## config.mk

```make
export PLATFORM = sky130hd
export DESIGN_NAME = lsec_codec
export DESIGN_NICKNAME = d
export VERILOG_FILES = /design/src/rtl/lsec_pkg.sv /design/src/rtl/lsec_scr_if.sv /design/src/rtl/lsec_scrambler.sv /design/src/rtl/lsec_codec.sv
export VERILOG_INCLUDE_DIRS = /design/src /design/src/rtl
export SDC_FILE = /design/constraint.sdc
export NUM_CORES = 1
export LEC_CHECK = 0
export BUFFER_PORTS_ARGS = -buffer_cell sky130_fd_sc_hd__buf_2
export CORE_MARGIN = 5
export CORE_UTILIZATION = 45
export CTS_BUF_LIST = sky130_fd_sc_hd__clkbuf_8
export CTS_CLUSTER_SIZE = 30
export DETAILED_ROUTE_END_ITERATION = 10
export HOLD_SLACK_MARGIN = 0.1
export SYNTH_ARGS = -nofsm -noshare
export SYNTH_HDL_FRONTEND = slang
export SYNTH_SLANG_ARGS = --single-unit
export TNS_END_PERCENT = 1
```

## constraint.sdc

```tcl
create_clock -name ref_clk -period 5.5 [get_ports ref_clk]
set_input_delay 0.275 -clock ref_clk [delete_from_list [all_inputs] [get_ports ref_clk]]
set_output_delay 0.275 -clock ref_clk [all_outputs]
set_load 0.1 [all_outputs]
```

## src/rtl/lsec_cfg.svh

```systemverilog
// constants for the line signal element codec: offsets, timing counts, codes
`ifndef LSEC_CFG_SVH
`define LSEC_CFG_SVH

// ----------------------------------------------------------------------
// clock and line frame timing
// ----------------------------------------------------------------------
`define LSEC_CLK_HZ 25000000
`define LSEC_FRAME_US 1000
`define LSEC_FRAME_CYC (`LSEC_CLK_HZ / 1000000 * `LSEC_FRAME_US)
`define LSEC_FRAME_CYC_MAX 65535

// ----------------------------------------------------------------------
// line frame layout, in ternary symbols
// ----------------------------------------------------------------------
`define LSEC_SYMS 7'h78
`define LSEC_LAST_SYM 7'h77
`define LSEC_SYNC_LEN 7'h0b
`define LSEC_SYNC_TOP 4'ha
`define LSEC_BARKER 11'h712

// ----------------------------------------------------------------------
// awake tone: blocks of eight plus symbols, sixteen tone periods
// ----------------------------------------------------------------------
`define LSEC_TONE_BLK 4'h8
`define LSEC_TONE_LEN 9'h100

// ----------------------------------------------------------------------
// detection thresholds
// ----------------------------------------------------------------------
`define LSEC_DET_FRAMES 4'h8
`define LSEC_TREQ_ONES 5'h10

// ----------------------------------------------------------------------
// scrambler polynomial: length and the two inner taps
// ----------------------------------------------------------------------
`define LSEC_SCR_LEN 23
`define LSEC_TAP_A 5
`define LSEC_TAP_B 18

// ----------------------------------------------------------------------
// control/indicate codes
// ----------------------------------------------------------------------
`define LSEC_CI_LINK_SYNC 4'h7
`define LSEC_CI_NONE 4'h0

`endif

```

## src/rtl/lsec_pkg.sv

```systemverilog
// types shared by the line signal element codec modules
package lsec_pkg;

   // transmitted signal element, gray along the activation path
   typedef enum logic [2:0] {
      LSEC_E_SILENCE = 3'h0,
      LSEC_E_AWAKE = 3'h1,
      LSEC_E_UNFRAMED_ZERO = 3'h3,
      LSEC_E_FRAMED_ZERO = 3'h2,
      LSEC_E_FRAMED_ONES = 3'h6,
      LSEC_E_TREQ = 3'h7,
      LSEC_E_PAYLOAD = 3'h5,
      LSEC_E_SINGLE_PULSE = 3'h4
   } lsec_elem_t;

   // ternary line symbol
   typedef enum logic [1:0] {
      LSEC_T_ZERO = 2'h0,
      LSEC_T_PLUS = 2'h1,
      LSEC_T_MINUS = 2'h3
   } lsec_tern_t;

   // exchange-side step after the far end reports full sync
   typedef enum logic [1:0] {
      LSEC_S_IDLE = 2'h0,
      LSEC_S_TREQ = 2'h1,
      LSEC_S_DATA = 2'h3
   } lsec_step_t;

endpackage : lsec_pkg

```

## src/rtl/lsec_scr_if.sv

```systemverilog
// bundle between the codec and its scrambler instances
`timescale 1ns/1ns
`default_nettype none

interface lsec_scr_if #(parameter int W = 1) ();
   logic en;
   logic alt_poly;
   logic [W-1:0] din;
   logic [W-1:0] dout;

   modport core (input en, input alt_poly, input din, output dout);
   modport user (output en, output alt_poly, output din, input dout);
endinterface : lsec_scr_if

`default_nettype wire

```

## src/rtl/lsec_scrambler.sv

```systemverilog
// self-synchronising scrambler or descrambler, W bits per enable, msb first
`timescale 1ns/1ns
`default_nettype none
`include "lsec_cfg.svh"

module lsec_scrambler #(
   parameter int W = 1,
   parameter bit DESCR = 1'b0
) (
   // clock and reset
   input wire logic ref_clk,
   input wire logic rst,
   // data
   lsec_scr_if.core bus
);

   if (W < 1 || W > 8) begin : g_chk
      $error("lsec_scrambler: W must be 1 to 8");
   end

   localparam int LEN = `LSEC_SCR_LEN;
   localparam int TA = `LSEC_TAP_A - 1;
   localparam int TB = `LSEC_TAP_B - 1;

   logic [LEN-1:0] sr_r;
   logic [LEN-1:0] sr_nxt;
   logic [W-1:0] out_w;

   // delayed terms z^-tap and z^-23; the descrambler shifts in line bits
   always_comb begin
      logic fb;
      logic o;
      fb = 1'b0;
      o = 1'b0;
      sr_nxt = sr_r;
      out_w = '0;
      for (int i = W - 1; i >= 0; i--) begin
         fb = (bus.alt_poly ? sr_nxt[TB] : sr_nxt[TA]) ^ sr_nxt[LEN-1];
         o = bus.din[i] ^ fb;
         out_w[i] = o;
         sr_nxt = {sr_nxt[LEN-2:0], (DESCR ? bus.din[i] : o)};
      end
   end

   assign bus.dout = out_w;

   always_ff @(posedge ref_clk or posedge rst) begin
      if (rst) begin
         sr_r <= '0;
      end else if (bus.en) begin
         sr_r <= sr_nxt;
      end
   end

endmodule : lsec_scrambler

`default_nettype wire

```

## src/rtl/lsec_codec.sv

```systemverilog
// line signal element generator and detector for the ternary subscriber line
`timescale 1ns/1ns
`default_nettype none
`include "lsec_cfg.svh"

// Notes on behaviour
// - awake tone: eight plus symbols, sixteen times
// - unframed zero: scrambled zeros, zero sync slot
// - framed zero with sync word, NT once synced
// - NT framed ones reports full link sync
// - transparent request: framed ones for 1 ms
// - payload: interface data, framed with sync
// - silence: continuous ternary zero, no frame
// - LT: zeros or ones eight clean frames detected
// - NT sees sixteen ones: transparent request
// - LT sees one all-zero frame: silence
// - LT sends framed zero; NT syncs on it
// - unsynced NT sends unframed zero only
// - LT framed zero detect gives link sync
// - LT answers framed ones with transparent request
// - NT on request: payload, transparent indication
// - maintenance slot: loop commands or error marks
// - single pulse test: one pulse per ms
// - scrambler polynomial by mode and loop
module lsec_codec #(
   parameter int FRAME_CYC = `LSEC_FRAME_CYC
) (
   // clock and reset
   input wire logic ref_clk,
   input wire logic rst,
   // configuration
   input wire logic lt_mode,
   input wire logic loop_closed,
   // element command and side channels
   input wire lsec_pkg::lsec_elem_t elem_cmd,
   input wire lsec_pkg::lsec_tern_t loop_sym,
   input wire logic code_err,
   // payload from the digital interface
   input wire logic [3:0] tx_data,
   output logic tx_data_take,
   // toward the ternary coder
   output logic tx_sym_en,
   output logic tx_frame_start,
   output logic tx_direct,
   output lsec_pkg::lsec_tern_t tx_sym,
   output logic tx_nibble_en,
   output logic [3:0] tx_nibble,
   output lsec_pkg::lsec_elem_t tx_elem,
   // from the receiver
   input wire logic rx_frame_start,
   input wire logic rx_locked,
   input wire logic rx_sym_en,
   input wire lsec_pkg::lsec_tern_t rx_sym,
   input wire logic rx_bit_en,
   input wire logic rx_bit,
   // status
   output logic det_framed_zero,
   output logic det_framed_ones,
   output logic det_treq,
   output logic det_silence,
   output logic transparent_ind,
   output logic [3:0] ci_ind,
   output logic ci_ind_valid
);
   import lsec_pkg::*;

   if (FRAME_CYC < 120 || FRAME_CYC > `LSEC_FRAME_CYC_MAX) begin : g_chk
      $error("lsec_codec: FRAME_CYC out of range");
   end

   // ----------------------------------------------------------------------
   // symbol timing: exact 120 symbols per frame by a fractional accumulator
   // ----------------------------------------------------------------------
   logic [15:0] acc_r;
   logic [6:0] sym_idx_r;
   logic [1:0] ph_r;

   wire logic [16:0] acc_sum = {1'b0, acc_r} + {10'h000, `LSEC_SYMS};
   wire logic [16:0] frame_cyc_w = 17'(FRAME_CYC);
   wire logic sym_tick = acc_sum >= frame_cyc_w;
   wire logic [16:0] acc_wrap = acc_sum - frame_cyc_w;
   wire logic last_sym = sym_idx_r == `LSEC_LAST_SYM;
   wire logic frame_end = sym_tick && last_sym;
   wire logic sync_slot = sym_idx_r < `LSEC_SYNC_LEN;
   wire logic m_slot = last_sym;
   wire logic data_slot = !sync_slot && !m_slot;
   wire logic nib_slot = data_slot && (ph_r == 2'h0);

   always_ff @(posedge ref_clk or posedge rst) begin
      if (rst) begin
         acc_r <= 16'h0000;
         sym_idx_r <= 7'h00;
         ph_r <= 2'h0;
      end else begin
         acc_r <= sym_tick ? acc_wrap[15:0] : acc_sum[15:0];
         if (sym_tick) begin
            sym_idx_r <= last_sym ? 7'h00 : sym_idx_r + 7'h01;
            ph_r <= (!data_slot || ph_r == 2'h2) ? 2'h0 : ph_r + 2'h1;
         end
      end
   end

   // ----------------------------------------------------------------------
   // element selection, switched only on frame boundaries
   // ----------------------------------------------------------------------
   lsec_elem_t elem_r;
   lsec_elem_t elem_nxt;
   lsec_step_t step_r;
   lsec_step_t step_nxt;
   logic transp_r;
   logic transp_nxt;
   logic det_zero_r;
   logic det_ones_r;
   logic det_treq_r;
   logic det_sil_r;

   wire logic cmd_framed = elem_cmd == LSEC_E_FRAMED_ZERO || elem_cmd == LSEC_E_FRAMED_ONES
      || elem_cmd == LSEC_E_TREQ || elem_cmd == LSEC_E_PAYLOAD;
   wire logic cmd_data = elem_cmd == LSEC_E_FRAMED_ONES || elem_cmd == LSEC_E_PAYLOAD;

   always_comb begin
      elem_nxt = elem_cmd;
      step_nxt = step_r;
      transp_nxt = transp_r;
      if (lt_mode) begin
         transp_nxt = 1'b0;
         if (!cmd_framed) begin
            step_nxt = LSEC_S_IDLE;
         end else if (step_r == LSEC_S_IDLE && det_ones_r) begin
            elem_nxt = LSEC_E_TREQ;
            step_nxt = LSEC_S_TREQ;
         end else if (step_r != LSEC_S_IDLE) begin
            // request stands one whole frame, then data follows
            elem_nxt = LSEC_E_PAYLOAD;
            step_nxt = LSEC_S_DATA;
         end
      end else begin
         step_nxt = LSEC_S_IDLE;
         if (!cmd_framed) begin
            transp_nxt = 1'b0;
         end
         if (cmd_framed && !rx_locked) begin
            elem_nxt = LSEC_E_UNFRAMED_ZERO;
         end else if (cmd_data && (det_treq_r || transp_r)) begin
            elem_nxt = LSEC_E_PAYLOAD;
            transp_nxt = 1'b1;
         end
      end
   end

   always_ff @(posedge ref_clk or posedge rst) begin
      if (rst) begin
         elem_r <= LSEC_E_SILENCE;
         step_r <= LSEC_S_IDLE;
         transp_r <= 1'b0;
      end else if (frame_end) begin
         elem_r <= elem_nxt;
         step_r <= step_nxt;
         transp_r <= transp_nxt;
      end
   end

   // ----------------------------------------------------------------------
   // transmit symbol composition
   // ----------------------------------------------------------------------
   logic [8:0] tone_cnt_r;
   logic cv_pend_r;

   wire logic coded_elem = elem_r == LSEC_E_UNFRAMED_ZERO || elem_r == LSEC_E_FRAMED_ZERO
      || elem_r == LSEC_E_FRAMED_ONES || elem_r == LSEC_E_TREQ || elem_r == LSEC_E_PAYLOAD;
   wire logic framed_elem = coded_elem && elem_r != LSEC_E_UNFRAMED_ZERO;
   wire logic tone_on = tone_cnt_r < `LSEC_TONE_LEN && tone_cnt_r[3:0] < `LSEC_TONE_BLK;
   wire logic [10:0] barker_w = `LSEC_BARKER;
   wire logic [3:0] bk_idx = `LSEC_SYNC_TOP - sym_idx_r[3:0];
   wire lsec_tern_t barker_sym = barker_w[bk_idx] ? LSEC_T_PLUS : LSEC_T_MINUS;
   // loop commands go downstream, error marks upstream
   wire lsec_tern_t maint_sym = lt_mode ? loop_sym
      : (cv_pend_r ? LSEC_T_PLUS : LSEC_T_ZERO);
   wire logic ones_elem = elem_r == LSEC_E_FRAMED_ONES || elem_r == LSEC_E_TREQ;
   wire logic [3:0] tx_src = (elem_r == LSEC_E_PAYLOAD) ? tx_data
      : (ones_elem ? 4'hf : 4'h0);
   wire logic tx_scr_en = sym_tick && nib_slot && coded_elem;
   wire logic m_sent = sym_tick && m_slot && framed_elem && !lt_mode;

   lsec_tern_t sym_sel;
   logic direct_sel;

   always_comb begin
      sym_sel = LSEC_T_ZERO;
      direct_sel = 1'b1;
      case (elem_r)
         LSEC_E_SILENCE: begin
            sym_sel = LSEC_T_ZERO;
         end
         LSEC_E_AWAKE: begin
            if (tone_on) begin
               sym_sel = LSEC_T_PLUS;
            end
         end
         LSEC_E_SINGLE_PULSE: begin
            if (sym_idx_r == 7'h00) begin
               sym_sel = LSEC_T_PLUS;
            end
         end
         default: begin
            if (sync_slot) begin
               if (framed_elem) begin
                  sym_sel = barker_sym;
               end
            end else if (m_slot) begin
               if (framed_elem) begin
                  sym_sel = maint_sym;
               end
            end else begin
               direct_sel = 1'b0;
            end
         end
      endcase
   end

   // tx scrambler: closed-loop polynomial except an open-loop NT
   lsec_scr_if #(.W(4)) tx_scr ();
   assign tx_scr.en = tx_scr_en;
   assign tx_scr.din = tx_src;
   assign tx_scr.alt_poly = !lt_mode && !loop_closed;

   lsec_scrambler #(.W(4), .DESCR(1'b0)) u_tx_scr (
      .ref_clk(ref_clk),
      .rst(rst),
      .bus(tx_scr.core)
   );

   always_ff @(posedge ref_clk or posedge rst) begin
      if (rst) begin
         tone_cnt_r <= 9'h000;
         cv_pend_r <= 1'b0;
      end else begin
         if (elem_r != LSEC_E_AWAKE) begin
            tone_cnt_r <= 9'h000;
         end else if (sym_tick && tone_cnt_r < `LSEC_TONE_LEN) begin
            tone_cnt_r <= tone_cnt_r + 9'h001;
         end
         // a new error in the sending cycle is kept for the next frame
         cv_pend_r <= code_err || (cv_pend_r && !m_sent);
      end
   end

   always_ff @(posedge ref_clk or posedge rst) begin
      if (rst) begin
         tx_sym_en <= 1'b0;
         tx_frame_start <= 1'b0;
         tx_direct <= 1'b1;
         tx_sym <= LSEC_T_ZERO;
         tx_nibble_en <= 1'b0;
         tx_nibble <= 4'h0;
         tx_data_take <= 1'b0;
         tx_elem <= LSEC_E_SILENCE;
      end else begin
         tx_sym_en <= sym_tick;
         tx_frame_start <= sym_tick && sym_idx_r == 7'h00;
         tx_nibble_en <= tx_scr_en;
         tx_data_take <= tx_scr_en && elem_r == LSEC_E_PAYLOAD;
         tx_elem <= elem_r;
         if (sym_tick) begin
            tx_sym <= sym_sel;
            tx_direct <= direct_sel;
         end
         if (tx_scr_en) begin
            tx_nibble <= tx_scr.dout;
         end
      end
   end

   // ----------------------------------------------------------------------
   // receive side: descrambler and pattern detectors
   // ----------------------------------------------------------------------
   lsec_scr_if #(.W(1)) rx_scr ();
   assign rx_scr.en = rx_bit_en;
   assign rx_scr.din = rx_bit;
   assign rx_scr.alt_poly = lt_mode && !loop_closed;

   lsec_scrambler #(.W(1), .DESCR(1'b1)) u_rx_scr (
      .ref_clk(ref_clk),
      .rst(rst),
      .bus(rx_scr.core)
   );

   wire logic rx_dbit = rx_scr.dout[0];
   logic [1:0] run_det;

   // index 0 tracks zeros, index 1 tracks ones; a partial frame never counts
   for (genvar i = 0; i < 2; i++) begin : g_run
      logic [3:0] cnt_r;
      logic clean_r;
      wire logic dev = rx_bit_en && (rx_dbit != 1'(i));

      always_ff @(posedge ref_clk or posedge rst) begin
         if (rst) begin
            cnt_r <= 4'h0;
            clean_r <= 1'b0;
         end else if (dev) begin
            cnt_r <= 4'h0;
            clean_r <= 1'b0;
         end else if (rx_frame_start) begin
            clean_r <= 1'b1;
            if (clean_r && cnt_r < `LSEC_DET_FRAMES) begin
               cnt_r <= cnt_r + 4'h1;
            end
         end
      end

      assign run_det[i] = cnt_r >= `LSEC_DET_FRAMES;
   end

   logic [4:0] ones_run_r;
   logic sil_clean_r;
   logic sync_r;

   wire logic sil_dirty = rx_sym_en && rx_sym != LSEC_T_ZERO;
   wire logic sync_nxt = lt_mode && (det_zero_r || (sync_r && !det_sil_r));

   always_ff @(posedge ref_clk or posedge rst) begin
      if (rst) begin
         ones_run_r <= 5'h00;
         sil_clean_r <= 1'b0;
         det_sil_r <= 1'b0;
      end else begin
         if (rx_bit_en) begin
            if (!rx_dbit) begin
               ones_run_r <= 5'h00;
            end else if (ones_run_r < `LSEC_TREQ_ONES) begin
               ones_run_r <= ones_run_r + 5'h01;
            end
         end
         // a nonzero symbol on the boundary counts against both the ending frame and the new frame
         if (sil_dirty) begin
            sil_clean_r <= 1'b0;
            det_sil_r <= 1'b0;
         end else if (rx_frame_start) begin
            sil_clean_r <= 1'b1;
            det_sil_r <= lt_mode && sil_clean_r;
         end
      end
   end

   always_ff @(posedge ref_clk or posedge rst) begin
      if (rst) begin
         det_zero_r <= 1'b0;
         det_ones_r <= 1'b0;
         det_treq_r <= 1'b0;
         sync_r <= 1'b0;
      end else begin
         det_zero_r <= lt_mode && run_det[0];
         det_ones_r <= lt_mode && run_det[1];
         det_treq_r <= !lt_mode && ones_run_r >= `LSEC_TREQ_ONES;
         sync_r <= sync_nxt;
      end
   end

   always_ff @(posedge ref_clk or posedge rst) begin
      if (rst) begin
         det_framed_zero <= 1'b0;
         det_framed_ones <= 1'b0;
         det_treq <= 1'b0;
         det_silence <= 1'b0;
         transparent_ind <= 1'b0;
         ci_ind <= `LSEC_CI_NONE;
         ci_ind_valid <= 1'b0;
      end else begin
         det_framed_zero <= det_zero_r;
         det_framed_ones <= det_ones_r;
         det_treq <= det_treq_r;
         det_silence <= det_sil_r;
         transparent_ind <= transp_r;
         ci_ind <= sync_nxt ? `LSEC_CI_LINK_SYNC : `LSEC_CI_NONE;
         ci_ind_valid <= sync_nxt;
      end
   end

endmodule : lsec_codec

`default_nettype wire

```

; After elaboration in Yosys (flattened, before gate mapping)
; Memory sizes are Yosys's and may differ from the RTL's.
; Index checks and enable logic that the tools add are counted.
[classes]
muxes = 55
bitwise = 11
reduce_logical = 67
addsub = 9
n_lt_le_gt_ge = 11
eq_ne = 17
[op_table]
columns = cell, n
row1 = 2-to-1 mux 4 bit, 8
row2 = logical AND 1 bit, 29
row3 = 2-to-1 mux 1 bit, 22
row4 = 2-to-1 mux 2 bit, 11
row5 = "== test 3 bit, second input constant", 7
row6 = 2-to-1 mux 3 bit, 7
row7 = 2-to-1 mux 9 bit, 2
row8 = "adder 16 x 7 -> 17 bit, second input constant", 1
row9 = ">= comparator 17 x 15 -> 1 bit, second input constant", 1
row10 = 2-to-1 mux 16 bit, 1
row11 = nonzero test 2 bit, 8
row12 = "subtractor 16 x 15 -> 16 bit, second input constant", 1
row13 = logical OR 1 bit, 13
row14 = "< comparator 4 bit, second input constant", 3
row15 = 2-to-1 mux 5 bit, 2
row16 = bitwise XOR 1 bit, 10
row17 = "adder 9 x 1 -> 9 bit, second input constant", 1
row18 = "== test 3 x 2 -> 1 bit, second input constant", 3
row19 = "< comparator 9 bit, second input constant", 1
row20 = "adder 4 x 1 -> 4 bit, second input constant", 2
row21 = ">= comparator 4 bit, second input constant", 2
row22 = zero test 1 bit, 8
row23 = AND reduction 2 bit, 4
row24 = "adder 7 x 1 -> 7 bit, second input constant", 1
row25 = 21 further kinds, 22
[totals]
mem_bits_ro = 16
n_memories = 1
ff_bits = 130
out_inout_bits = 24
word_cells = 206
[mem_list]
columns = name, words, word_bits, read_ports, rd_ports_with_merged_regs, write_ports, line
row1 = (no name shown), 16, 1, 1, 0, 0, lsec_codec.sv:175  ; wire lsec_tern_t barker_sym = barker_w[bk_idx] ? LSEC_T_PLUS : LSEC_T_MINUS;

; Longest topological paths before layout
; Gate-level depths: netlist of run 1.
[logic_depth]
word_depth = 11
ltp_mapped = 13
mapped_depth_nobuf = 10

; Hierarchy
; A second synthesis of run 1 with hierarchy kept.
[hier_totals]
cells_unflattened = 573
area_unflattened_um2 = 6261.0
[by_module_without_submodules]
columns = mod, cells_each, seq_area_each_um2, area_each_um2, instances
row1 = lsec_codec, 459, 1953.1, 4372.9, 1
row2 = lsec_scrambler (u_tx_scr), 62, 575.6, 999.7, 1
row3 = lsec_scrambler (u_rx_scr), 52, 575.6, 888.4, 1

; Least setup slack after synthesis of run 1
; OpenSTA, ideal clock, no wires.
[synth_timing]
kind = register -> register
start = reg acc_r[3]
end = reg u_tx_scr.sr_r[0]
path_stages_with_launch = 14
synth_period_minus_slack_ps = 3178
t_arrival_ps = 3053
path_slack_ps = 2322
required_time_ps = 5375
cell_sequence = dfrtp_1 -> clkbuf_1 -> inv_1 -> ha_1 -> or3b_4 -> buf_6 -> nand3_1 -> nor4bb_1 -> nor2_1 -> o21ai_4 -> inv_4 -> nand3_4 -> buf_12 -> mux2_4
[synth_via]
elab_chain_cells = 4
[synth_rtl]
columns = item, line
row1 = "start, declared", lsec_codec.sv:74  ; logic [15:0] acc_r;
row2 = "start signal, assigned", lsec_codec.sv:95  ; acc_r <= sym_tick ? acc_wrap[15:0] : acc_sum[15:0];
row3 = adder 16 x 7 -> 17 bit, lsec_codec.sv:78  ; wire logic [16:0] acc_sum = {1'b0, acc_r} + {10'h000, `LSEC_SYMS};
row4 = >= comparator 17 x 15 -> 1 bit, lsec_codec.sv:80  ; wire logic sym_tick = acc_sum >= frame_cyc_w;
row5 = logical AND 1 bit (2 in series), lsec_codec.sv:182  ; wire logic tx_scr_en = sym_tick && nib_slot && coded_elem;
row6 = "end signal, assigned", lsec_scrambler.sv:51  ; sr_r <= sr_nxt;
row7 = "end, declared", lsec_scrambler.sv:25  ; logic [LEN-1:0] sr_r;
; No other way between the ends.
; A chain may end at the register's enable or synchronous reset.

; Worst setup path in the final report of run 1
[layout_timing]
start = reg acc_r[3]
end = reg u_tx_scr.sr_r[7]
; The elaborated chain is that of the path after synthesis.

==> flow_metrics.py, run 1 <==
metrics = {
    "status": {
        "status": "completed",
    },
    "timing": {
        "final-hold-violation-count": 0,
        "min_period_ps": 4230,
        "slew_headroom_pct": 37.0,
        "worst_pin_slew_ps": 946,
        "setup_viol": 0,
        "rsz0062_at_grt": "false",
        "layout_setup_ws_ps": 1270,
        "final_max_slew_viol_count": 0,
        "holdWs_ps": 145,
        "fin_crit_sh_pct": 77.0,
        "fmaxAchievable_mhz": 236,
        "setup_tns_ps": 0,
        "skew_ps": 11.2,
    },
    "yosys": {
        "syn_avg_cell_area_sq_um": 10.6,
        "synth_cell_types": 76,
        "synth_cells": 604,
        "synth_top_flop_cell": "dfrtp_1",
        "synth_enable_flop_cells": 0,
        "synth_area_sq_mm": 0.00638,
        "yosys-top-cells-area": "dfrtp_1 (47%), mux2_2 (5.1%), xnor2_1 (4.3%), mux2_4 (4.2%), nor2_1 (3.2%)",
        "synth_top_area_cell": "dfrtp_1",
        "yosysSeqAreaShare_pct": 47.1,
        "synth_async_sr_flop_share_pct": 100,
        "yosysWarnings": 0,
        "mappedNetlistNets": 638,
        "yosys.area.top_type_share_pct": 46.6,
        "synth-seq-cells": 120,
    },
    "min_path": {
        "min_path_type": "in2reg",
    },
    "critical_path": {
        "worst_ep_required_time_ps": 5820,
        "end_kind": "register",
        "cp-start-kind": "register",
        "crit_type": "reg2reg",
        "crit_fanout": 31,
        "arrival_ps": 4550,
    },
    "place": {
        "place_hpwl_um": 8860,
        "pre_cts_ws_ps": 1330,
        "portBuffers": 43,
        "dpl.cell_count": 793,
        "routabilityCongestion": 0.884,
    },
    "die": {
        "fp.coreArea_sq_mm": 0.0139,
        "num_rows": 43,
        "fp.dieH_um": 129,
        "start_util_pct": 46.0,
        "chipWidth_um": 129,
        "ios": 45,
        "dieArea_sq_mm": 0.0167,
    },
    "pwr": {
        "powerDensity_mw_per_mm2": 303,
        "p_leak_nw": 3.18,
        "peakVddDrop_v": 0.000250,
    },
    "clock_tree": {
        "cts_sinks": 120,
        "post_cts_buffers": 0,
        "clk_pin_slew_ps": 70,
        "clock_path_buffers": 2,
        "worstSkewPairLatency_ps": 430,
        "numCtsBuffers": 17,
        "post_cts_resized": 0,
        "cts_tree": "built",
        "htreeDepth": 4,
        "clockRootBuffer": "clkbuf_8",
    },
    "layout": {
        "final_nets": 670,
        "syn2layout_area_growth_pct": 10.7,
        "fillers": 1272,
        "final_cell_mix": "dfrtp_1 (119), nor2_1 (54), nand2_1 (47), buf_2 (43), o21ai_0 (35)",
        "finalNonFillerCells": 829,
        "drive_above_1_share_pct": 21.0,
        "diodes": 0,
        "fin_util_pct": 50.9,
        "final_common_cell": "dfrtp_1",
    },
    "route": {
        "avgRoutedWirePerCell_um": 15.6,
        "vias": 4585,
        "finalWirelength_um": 12900,
        "avgViaCountPerCell": 5.53,
        "drc": 0,
        "first_pass_iters": 4,
        "drt-initial-drc-count": 317,
        "final_antenna_net_count": 0,
    },
    "global_routing": {
        "grt_first_pass_wirelength_um": 21900,
        "grt_max_degree": 80,
        "grt_pass1_vias": 4432,
        "grtUsageTotal_pct": 16.5,
        "antenna_found_initial": 1,
        "grt_overflow_total": 0,
    },
    "run": {
        "maxCapViolCount": 0,
    },
}
[state kept, by name (all words and copies together), names as in the netlist, 2 cells and up]
name	cells
u_tx_scr.sr_r	23
elem_r	3
ph_r	2
tx_elem	3
acc_r	13
tone_cnt_r	9
sym_idx_r	7
g_run.cnt_r	8
u_rx_scr.sr_r	23
ones_run_r	5
g_run.clean_r	2
tx_sym	2
step_r	2
[through the flow]
stage	cell area (sq um)	power, W
floorplan	6380	0.00127
global placement	6620	0.00133
detailed placement	6620	0.00134
CTS	7070	0.00218
global route	7070	0.00226
finish	7070	0.00214
[synthesized netlist by cell type (all sizes together) (4+ instances only)]
master	n
nand2	47
nor4	5
nor3	11
mux2i	11
and3	4
dfrtp	119
o211ai	6
or4	4
o31a	4
a2111oi	4
xnor2	31
ha	13
o21ai	37
nand3	28
nand2b	9
buf	17
nor2	54
o31ai	8
clkbuf	20
or3	4
xor2	8
a31oi	10
inv	20
a21oi	16
mux2	47
o21a	7
and2	6
[layer usage]
metal / global-route usage (%) / wire, um / vias up
met3: 5.11 / 746 / 14
li1: - / - / 2217
met5: 0 / 13 / -
met1: 23.0 / 5990 / 2236
met2: 24.7 / 6000 / 116
met4: 5.31 / 151 / 2
[layout make-up]
class | instances | area (sq um) | share of cell area, %
tap | 180 | 225 | 3.19
multi-input combinational | 427 | 3070 | 43.5
inverter | 20 | 80.1 | 1.13
timing repair buffer | 50 | 278 | 3.93
clock inverter | 15 | 171 | 2.43
sequential | 120 | 3000 | 42.5
clock buffer | 17 | 234 | 3.31
[cell families (layout without fill, tap and decap cells)]
family	count (synthesis)	count (layout)	synth area share [%]
simple gates	193	193	15.4
compound gates	123	123	13.7
flops	120	120	47.1
mux	58	58	11.1
buf+inv	57	102	4.82
xor+xnor	39	39	5.35
fa+ha+maj	13	13	2.55
other cells	1	1	0.0587
[critical path, stage by stage (launching register included)]
cell and delay [ps]:
dfrtp_1 550, inv_1 220, ha_1 460, nor3b_4 500
nor2_1 140, o21ai_1 490, o2111ai_4 250, o21ai_4 180
buf_4 330, inv_4 180, nand3_4 400, mux2_2 390
[where the power goes]
group / internal [W] / switching (W) / total, W
Clock: 0.000480 / 0.000335 / 0.000816
Sequential: 0.000993 / 0.0000675 / 0.00106
Combinational: 0.000122 / 0.000142 / 0.000264
[path summary, 6_finish.rpt]
path / start / endpoint / slack (ps) / cells after the start
setup / recovery: acc_r[3] / u_tx_scr.sr_r[7] / 1270 / 11
max in group asynchronous: rst / sym_idx_r[3] / 3780 / 4
hold / removal: rx_sym[0] / sil_clean_r / 140 / 3
setup reg to reg: acc_r[3] / u_tx_scr.sr_r[7] / 1270 / 11
hold reg to reg: det_sil_r / det_silence / 390 / 0
min in group asynchronous: rst / tx_elem[2] / 620 / 3
[timing repair]
action,4_1_cts,5_1_grt
hold buffers,4,0
endpoints found under the setup margin,0,0
endpoints found under the hold margin,80,0
Note: power is estimated with default switching activity, not from simulation.
==> inputs of run 2 (changes only) <==
- clock period: 5.5 -> 4.15 ns (I/O delays scaled with it)
==> flow_metrics.py, run 2 (synthesis results as in run 1) <==
metrics = {
    "status": {
        "status": "completed",
    },
    "layout": {
        "drive_above_1_share_pct": 22.2,
        "final_cell_mix": "dfrtp_1 (119), nor2_1 (54), nand2_1 (47), buf_2 (43), o21ai_0 (35)",
        "final_nets": 678,
        "diodes": 0,
        "fin_util_pct": 51.5,
        "largest_registers": "u_rx_scr.sr_r: 23 flops, u_tx_scr.sr_r: 23 flops, acc_r: 13 flops",
        "final_common_cell": "dfrtp_1",
        "syn2layout_area_growth_pct": 12.0,
        "fillers": 1274,
    },
    "timing": {
        "slew_headroom_pct": 32.4,
        "setup_viol": 0,
        "final-hold-violation-count": 0,
        "setup_tns_ps": 0,
        "final_max_slew_viol_count": 0,
        "rsz0062_at_grt": "false",
        "worst_pin_slew_ps": 1010,
        "holdWs_ps": 139,
        "min_period_ps": 3780,
        "fin_crit_sh_pct": 91.2,
        "fmaxAchievable_mhz": 264,
        "skew_ps": 14.5,
    },
    "clock_tree": {
        "clk_pin_slew_ps": 80,
        "clock_path_buffers": 2,
        "cts_sinks": 120,
        "worstSkewPairLatency_ps": 440,
        "post_cts_buffers": 0,
        "post_cts_resized": 0,
        "ctsHoldBuffers": 8,
        "numCtsBuffers": 17,
        "htreeDepth": 4,
        "clockRootBuffer": "clkbuf_8",
        "cts_tree": "built",
    },
    "critical_path": {
        "worst_ep_required_time_ps": 4470,
        "cp-start-kind": "register",
        "crit_type": "reg2reg",
        "arrival_ps": 4100,
        "crit_fanout": 26,
        "end_kind": "register",
    },
    "global_routing": {
        "grt_pass1_vias": 4526,
        "antenna_found_initial": 1,
        "grt_first_pass_wirelength_um": 22400,
        "grtUsageTotal_pct": 16.7,
        "grt_max_degree": 83,
        "grt_overflow_total": 0,
    },
    "pwr": {
        "peakVddDrop_v": 0.000328,
        "p_sw_share_pct": 27.2,
        "clkPwrFrac_pct": 38.8,
        "intPower_w": 0.00209,
        "pwr-share-seq_pct": 48.8,
        "netSwitchingPower_w": 0.000784,
        "powerDensity_mw_per_mm2": 402,
        "comb_power_share_pct": 12.4,
        "p_leak_nw": 3.20,
        "p_total_w": 0.00288,
    },
    "route": {
        "drc": 0,
        "avgRoutedWirePerCell_um": 15.8,
        "first_pass_iters": 5,
        "finalWirelength_um": 13300,
        "avgViaCountPerCell": 5.47,
        "drt-initial-drc-count": 291,
        "final_antenna_net_count": 0,
        "vias": 4575,
    },
    "die": {
        "start_util_pct": 46.0,
        "chipWidth_um": 129,
        "dieArea_sq_mm": 0.0167,
        "ios": 45,
        "fp.coreArea_sq_mm": 0.0139,
        "fp.dieH_um": 129,
        "num_rows": 43,
    },
    "place": {
        "portBuffers": 43,
        "place_hpwl_um": 8970,
        "routabilityCongestion": 0.823,
    },
    "min_path": {
        "min_path_type": "in2reg",
    },
    "run": {
        "maxCapViolCount": 0,
    },
}
## run 2: changes by cell type in the layout (fill, tap and decap cells not counted)
| cell | delta |
|---|---|
| dlygate4sd3_1 | +4 |
| clkinv_4 | +2 |
| clkinv_2 | -1 |
| clkinvlp_4 | +2 |
| inv_6 | +3 |
| inv_1 | -6 |
| buf_4 | +4 |
| bufinv_16 | -1 |
| clkbuf_8 | +1 |
## run 2: critical path: stages (launching register included)
cell,delay (ps)
dfrtp_1,630
inv_1,180
ha_1,390
or3b_4,390
nand3_1,90
nor4bb_1,600
nor2_1,210
o21ai_4,230
inv_4,140
nand3_4,400
mux2_2,390
## run 2: area by class of cell
type                       instances  area [sq um]  share of cell area (%)
tap                              180           225                    3.15
sequential                       120          3000                    42.0
inverter                          20          80.1                    1.12
clock buffer                      18           248                    3.46
multi-input combinational        427          3070                    43.0
clock inverter                    14           173                    2.41
timing repair buffer              58           348                    4.86
## run 2: stage by stage
stage | area (sq um) | instances | worst slack, ps
2_1_floorplan | 6380 | 604 | 758
3_3_place_gp | 6650 | 797 | 571
3_5_place_dp | 6650 | 797 | 434
4_1_cts | 7150 | 837 | 412
5_1_grt | 7150 | 837 | 152
6_report | 7150 | 837 | 367
## run 2: power by group through the flow
stage / combinational, W / clock [W] / sequential (W)
after floorplan: 0.000265 / 0 / 0.00142
after global placement: 0.000340 / 0 / 0.00142
after detailed placement: 0.000355 / 0 / 0.00143
after CTS: 0.000364 / 0.00115 / 0.00141
after global routing: 0.000408 / 0.00119 / 0.00142
final: 0.000356 / 0.00112 / 0.00141
## run 2: path summary, 6_finish.rpt
kind	from	end	slack, ps	depth (start not counted)
hold / removal	lt_mode	det_treq_r	140	2
setup reg to reg	acc_r[3]	u_tx_scr.sr_r[6]	370	10
min in group asynchronous	rst	u_rx_scr.sr_r[12]	550	3
hold reg to reg	det_sil_r	det_silence	380	0
max in group asynchronous	rst	det_framed_zero	2530	4
setup / recovery	acc_r[3]	u_tx_scr.sr_r[6]	370	10
## run 2: per-layer routing
layer,up-vias,track usage [%],wire length [um]
met3,11,4.78,609
met2,89,25.9,6080
met4,2,4.63,129
met1,2236,23.1,6430
li1,2237,-,-
met5,-,0,13
==> inputs of run 3 (changes only) <==
- CELL_PAD_IN_SITES_DETAIL_PLACEMENT: not set -> 1
- CELL_PAD_IN_SITES_GLOBAL_PLACEMENT: not set -> 1
- PLACE_DENSITY_LB_ADDON: not set -> 0.1
- SKIP_CTS_REPAIR_TIMING: not set -> 1
==> flow_metrics.py, run 3 (synthesis results as in run 1) <==
metrics = {
    "layout": {
        "diodes": 0,
        "fillers": 1547,
        "final_common_cell": "dfrtp_1",
        "layout.area.seq_sq_mm": 0.00300,
        "final_cell_mix": "dfrtp_1 (119), nor2_1 (54), nand2_1 (47), buf_2 (43), o21ai_0 (35)",
        "largest_registers": "u_rx_scr.sr_r: 23 flops, u_tx_scr.sr_r: 23 flops, acc_r: 13 flops",
        "drive_above_1_share_pct": 21.9,
        "multiInputGateArea_sq_mm": 0.00308,
        "design_area_sq_mm": 0.00710,
        "finalNonFillerCells": 833,
        "final_nets": 676,
        "syn2layout_area_growth_pct": 11.2,
    },
    "timing": {
        "rsz0062_at_grt": "false",
        "slew_headroom_pct": 45.1,
        "min_period_ps": 3720,
        "setup_viol": 0,
        "fin_crit_sh_pct": 89.6,
        "worst_pin_slew_ps": 824,
        "skew_ps": 8.32,
        "fmaxAchievable_mhz": 269,
        "final-hold-violation-count": 0,
        "setup_tns_ps": 0,
        "final_max_slew_viol_count": 0,
    },
    "place": {
        "place_area_sq_mm": 0.00666,
        "routabilityCongestion": 0.877,
        "place_hpwl_um": 10300,
        "portBuffers": 43,
        "dpl.cell_count": 798,
    },
    "route": {
        "avgViaCountPerCell": 5.64,
        "first_pass_iters": 4,
        "vias": 4698,
        "avgRoutedWirePerCell_um": 17.7,
        "drc": 0,
        "drt-initial-drc-count": 348,
        "finalWirelength_um": 14800,
        "final_antenna_net_count": 0,
    },
    "critical_path": {
        "cp_top_family": "simple AND/OR/NAND/NOR gates",
        "r2r_slack_ps": 430,
        "r2r-start": "acc_r[4]",
        "crit_chain": "inv_1, ha_1, or3b_4, a211oi_2, o22ai_1, o2111ai_4, o21ai_4, inv_4, nand3_4, mux2_4",
        "critPathMaxStageDelay_ps": 530,
        "cp-start-kind": "register",
        "crit_fanout": 26,
        "worst_ep_required_time_ps": 4460,
        "crit_slowest_cell": "dfrtp_1",
        "arrival_ps": 4030,
        "end_kind": "register",
        "crit_cells": 10,
        "r2r-end": "u_tx_scr.sr_r[2]",
        "crit_buf_inv": 2,
        "reg2regPathDepth": 10,
        "crit_type": "reg2reg",
    },
    "global_routing": {
        "grt_first_pass_wirelength_um": 25100,
        "grt_overflow_total": 0,
        "grtUsageTotal_pct": 18.9,
        "grt_max_degree": 67,
        "grt_pass1_vias": 5004,
        "antenna_found_initial": 0,
    },
    "clock_tree": {
        "clockRootBuffer": "clkbuf_8",
        "htreeDepth": 4,
        "worstSkewPairLatency_ps": 430,
        "clock_path_buffers": 2,
        "cts_tree": "built",
        "numCtsBuffers": 17,
        "clk_pin_slew_ps": 70,
        "cts_sinks": 120,
    },
    "status": {
        "status": "completed",
    },
    "min_path": {
        "hold_start": "rx_sym[0]",
        "whs_path_depth": 3,
        "min_path_type": "in2reg",
        "min_to": "sil_clean_r",
    },
    "pwr": {
        "p_leak_nw": 3.19,
        "powerDensity_mw_per_mm2": 396,
        "peakVddDrop_v": 0.000309,
    },
    "die": {
        "dieArea_sq_mm": 0.0167,
        "chipWidth_um": 129,
        "start_util_pct": 46.0,
        "fp.coreArea_sq_mm": 0.0139,
        "num_rows": 43,
        "ios": 45,
        "fp.dieH_um": 129,
    },
    "run": {
        "maxCapViolCount": 0,
    },
}
-- run 3: cell count changes in the layout (fill, tap and decap cells not counted) --
cell	previous run	this run
dlygate4sd3_1	8	5
inv_1	18	21
inv_6	3	0
clkinv_4	3	1
buf_4	7	8
clkinv_2	3	4
clkinvlp_4	2	1
o21ai_1	1	0
o21ai_2	0	1
-- run 3: worst max path at each step --
stage	start	endpoint	slack, ps
after global placement	acc_r[4]	u_tx_scr.sr_r[7]	450
after CTS	acc_r[4]	u_tx_scr.sr_r[7]	320
final	acc_r[4]	u_tx_scr.sr_r[2]	430
after global routing	acc_r[4]	u_tx_scr.sr_r[11]	130
after detailed placement	acc_r[4]	u_tx_scr.sr_r[5]	320
after floorplan	rst	acc_r[10]	760
-- run 3: layout make-up --
class	count	area share, %
clock buffer	18	3.49
clock inverter	12	1.94
inverter	20	1.13
multi-input combinational	427	43.4
sequential	120	42.3
tap	180	3.17
timing repair buffer	56	4.58
-- run 3: power breakdown --
group | total (W) | switching, W | internal (W)
Clock | 0.00104 | 0.000451 | 0.000592
Sequential | 0.00141 | 0.0000917 | 0.00132
Combinational | 0.000358 | 0.000195 | 0.000163
-- run 3: tightest hold or removal path, stage by stage --
cell     delay [ps]
buf_2            70
o21ai_0          90
o21a_1          110
-- run 3: metal layers --
metal  GRT usage (%)  vias to the layer above  part of all wire [%]
met5               0                        -                     0
met3            4.16                       25                   2.5
li1                -                     2230                     -
met1            23.5                     2387                    45
met4            7.23                        0                   1.9
met2            32.2                       56                    50
-- run 3: through the flow --
stage	util (%)	hold WS [ps]	setup slack, ps	total power [W]
final	51.1	95.6	434	0.00281
after global routing	51.1	102	128	0.00297
after CTS	50.7	-47.2	315	0.00285
after detailed placement	48.0	367	322	0.00179
after global placement	48.0	362	446	0.00176
after floorplan	-	324	758	0.00168
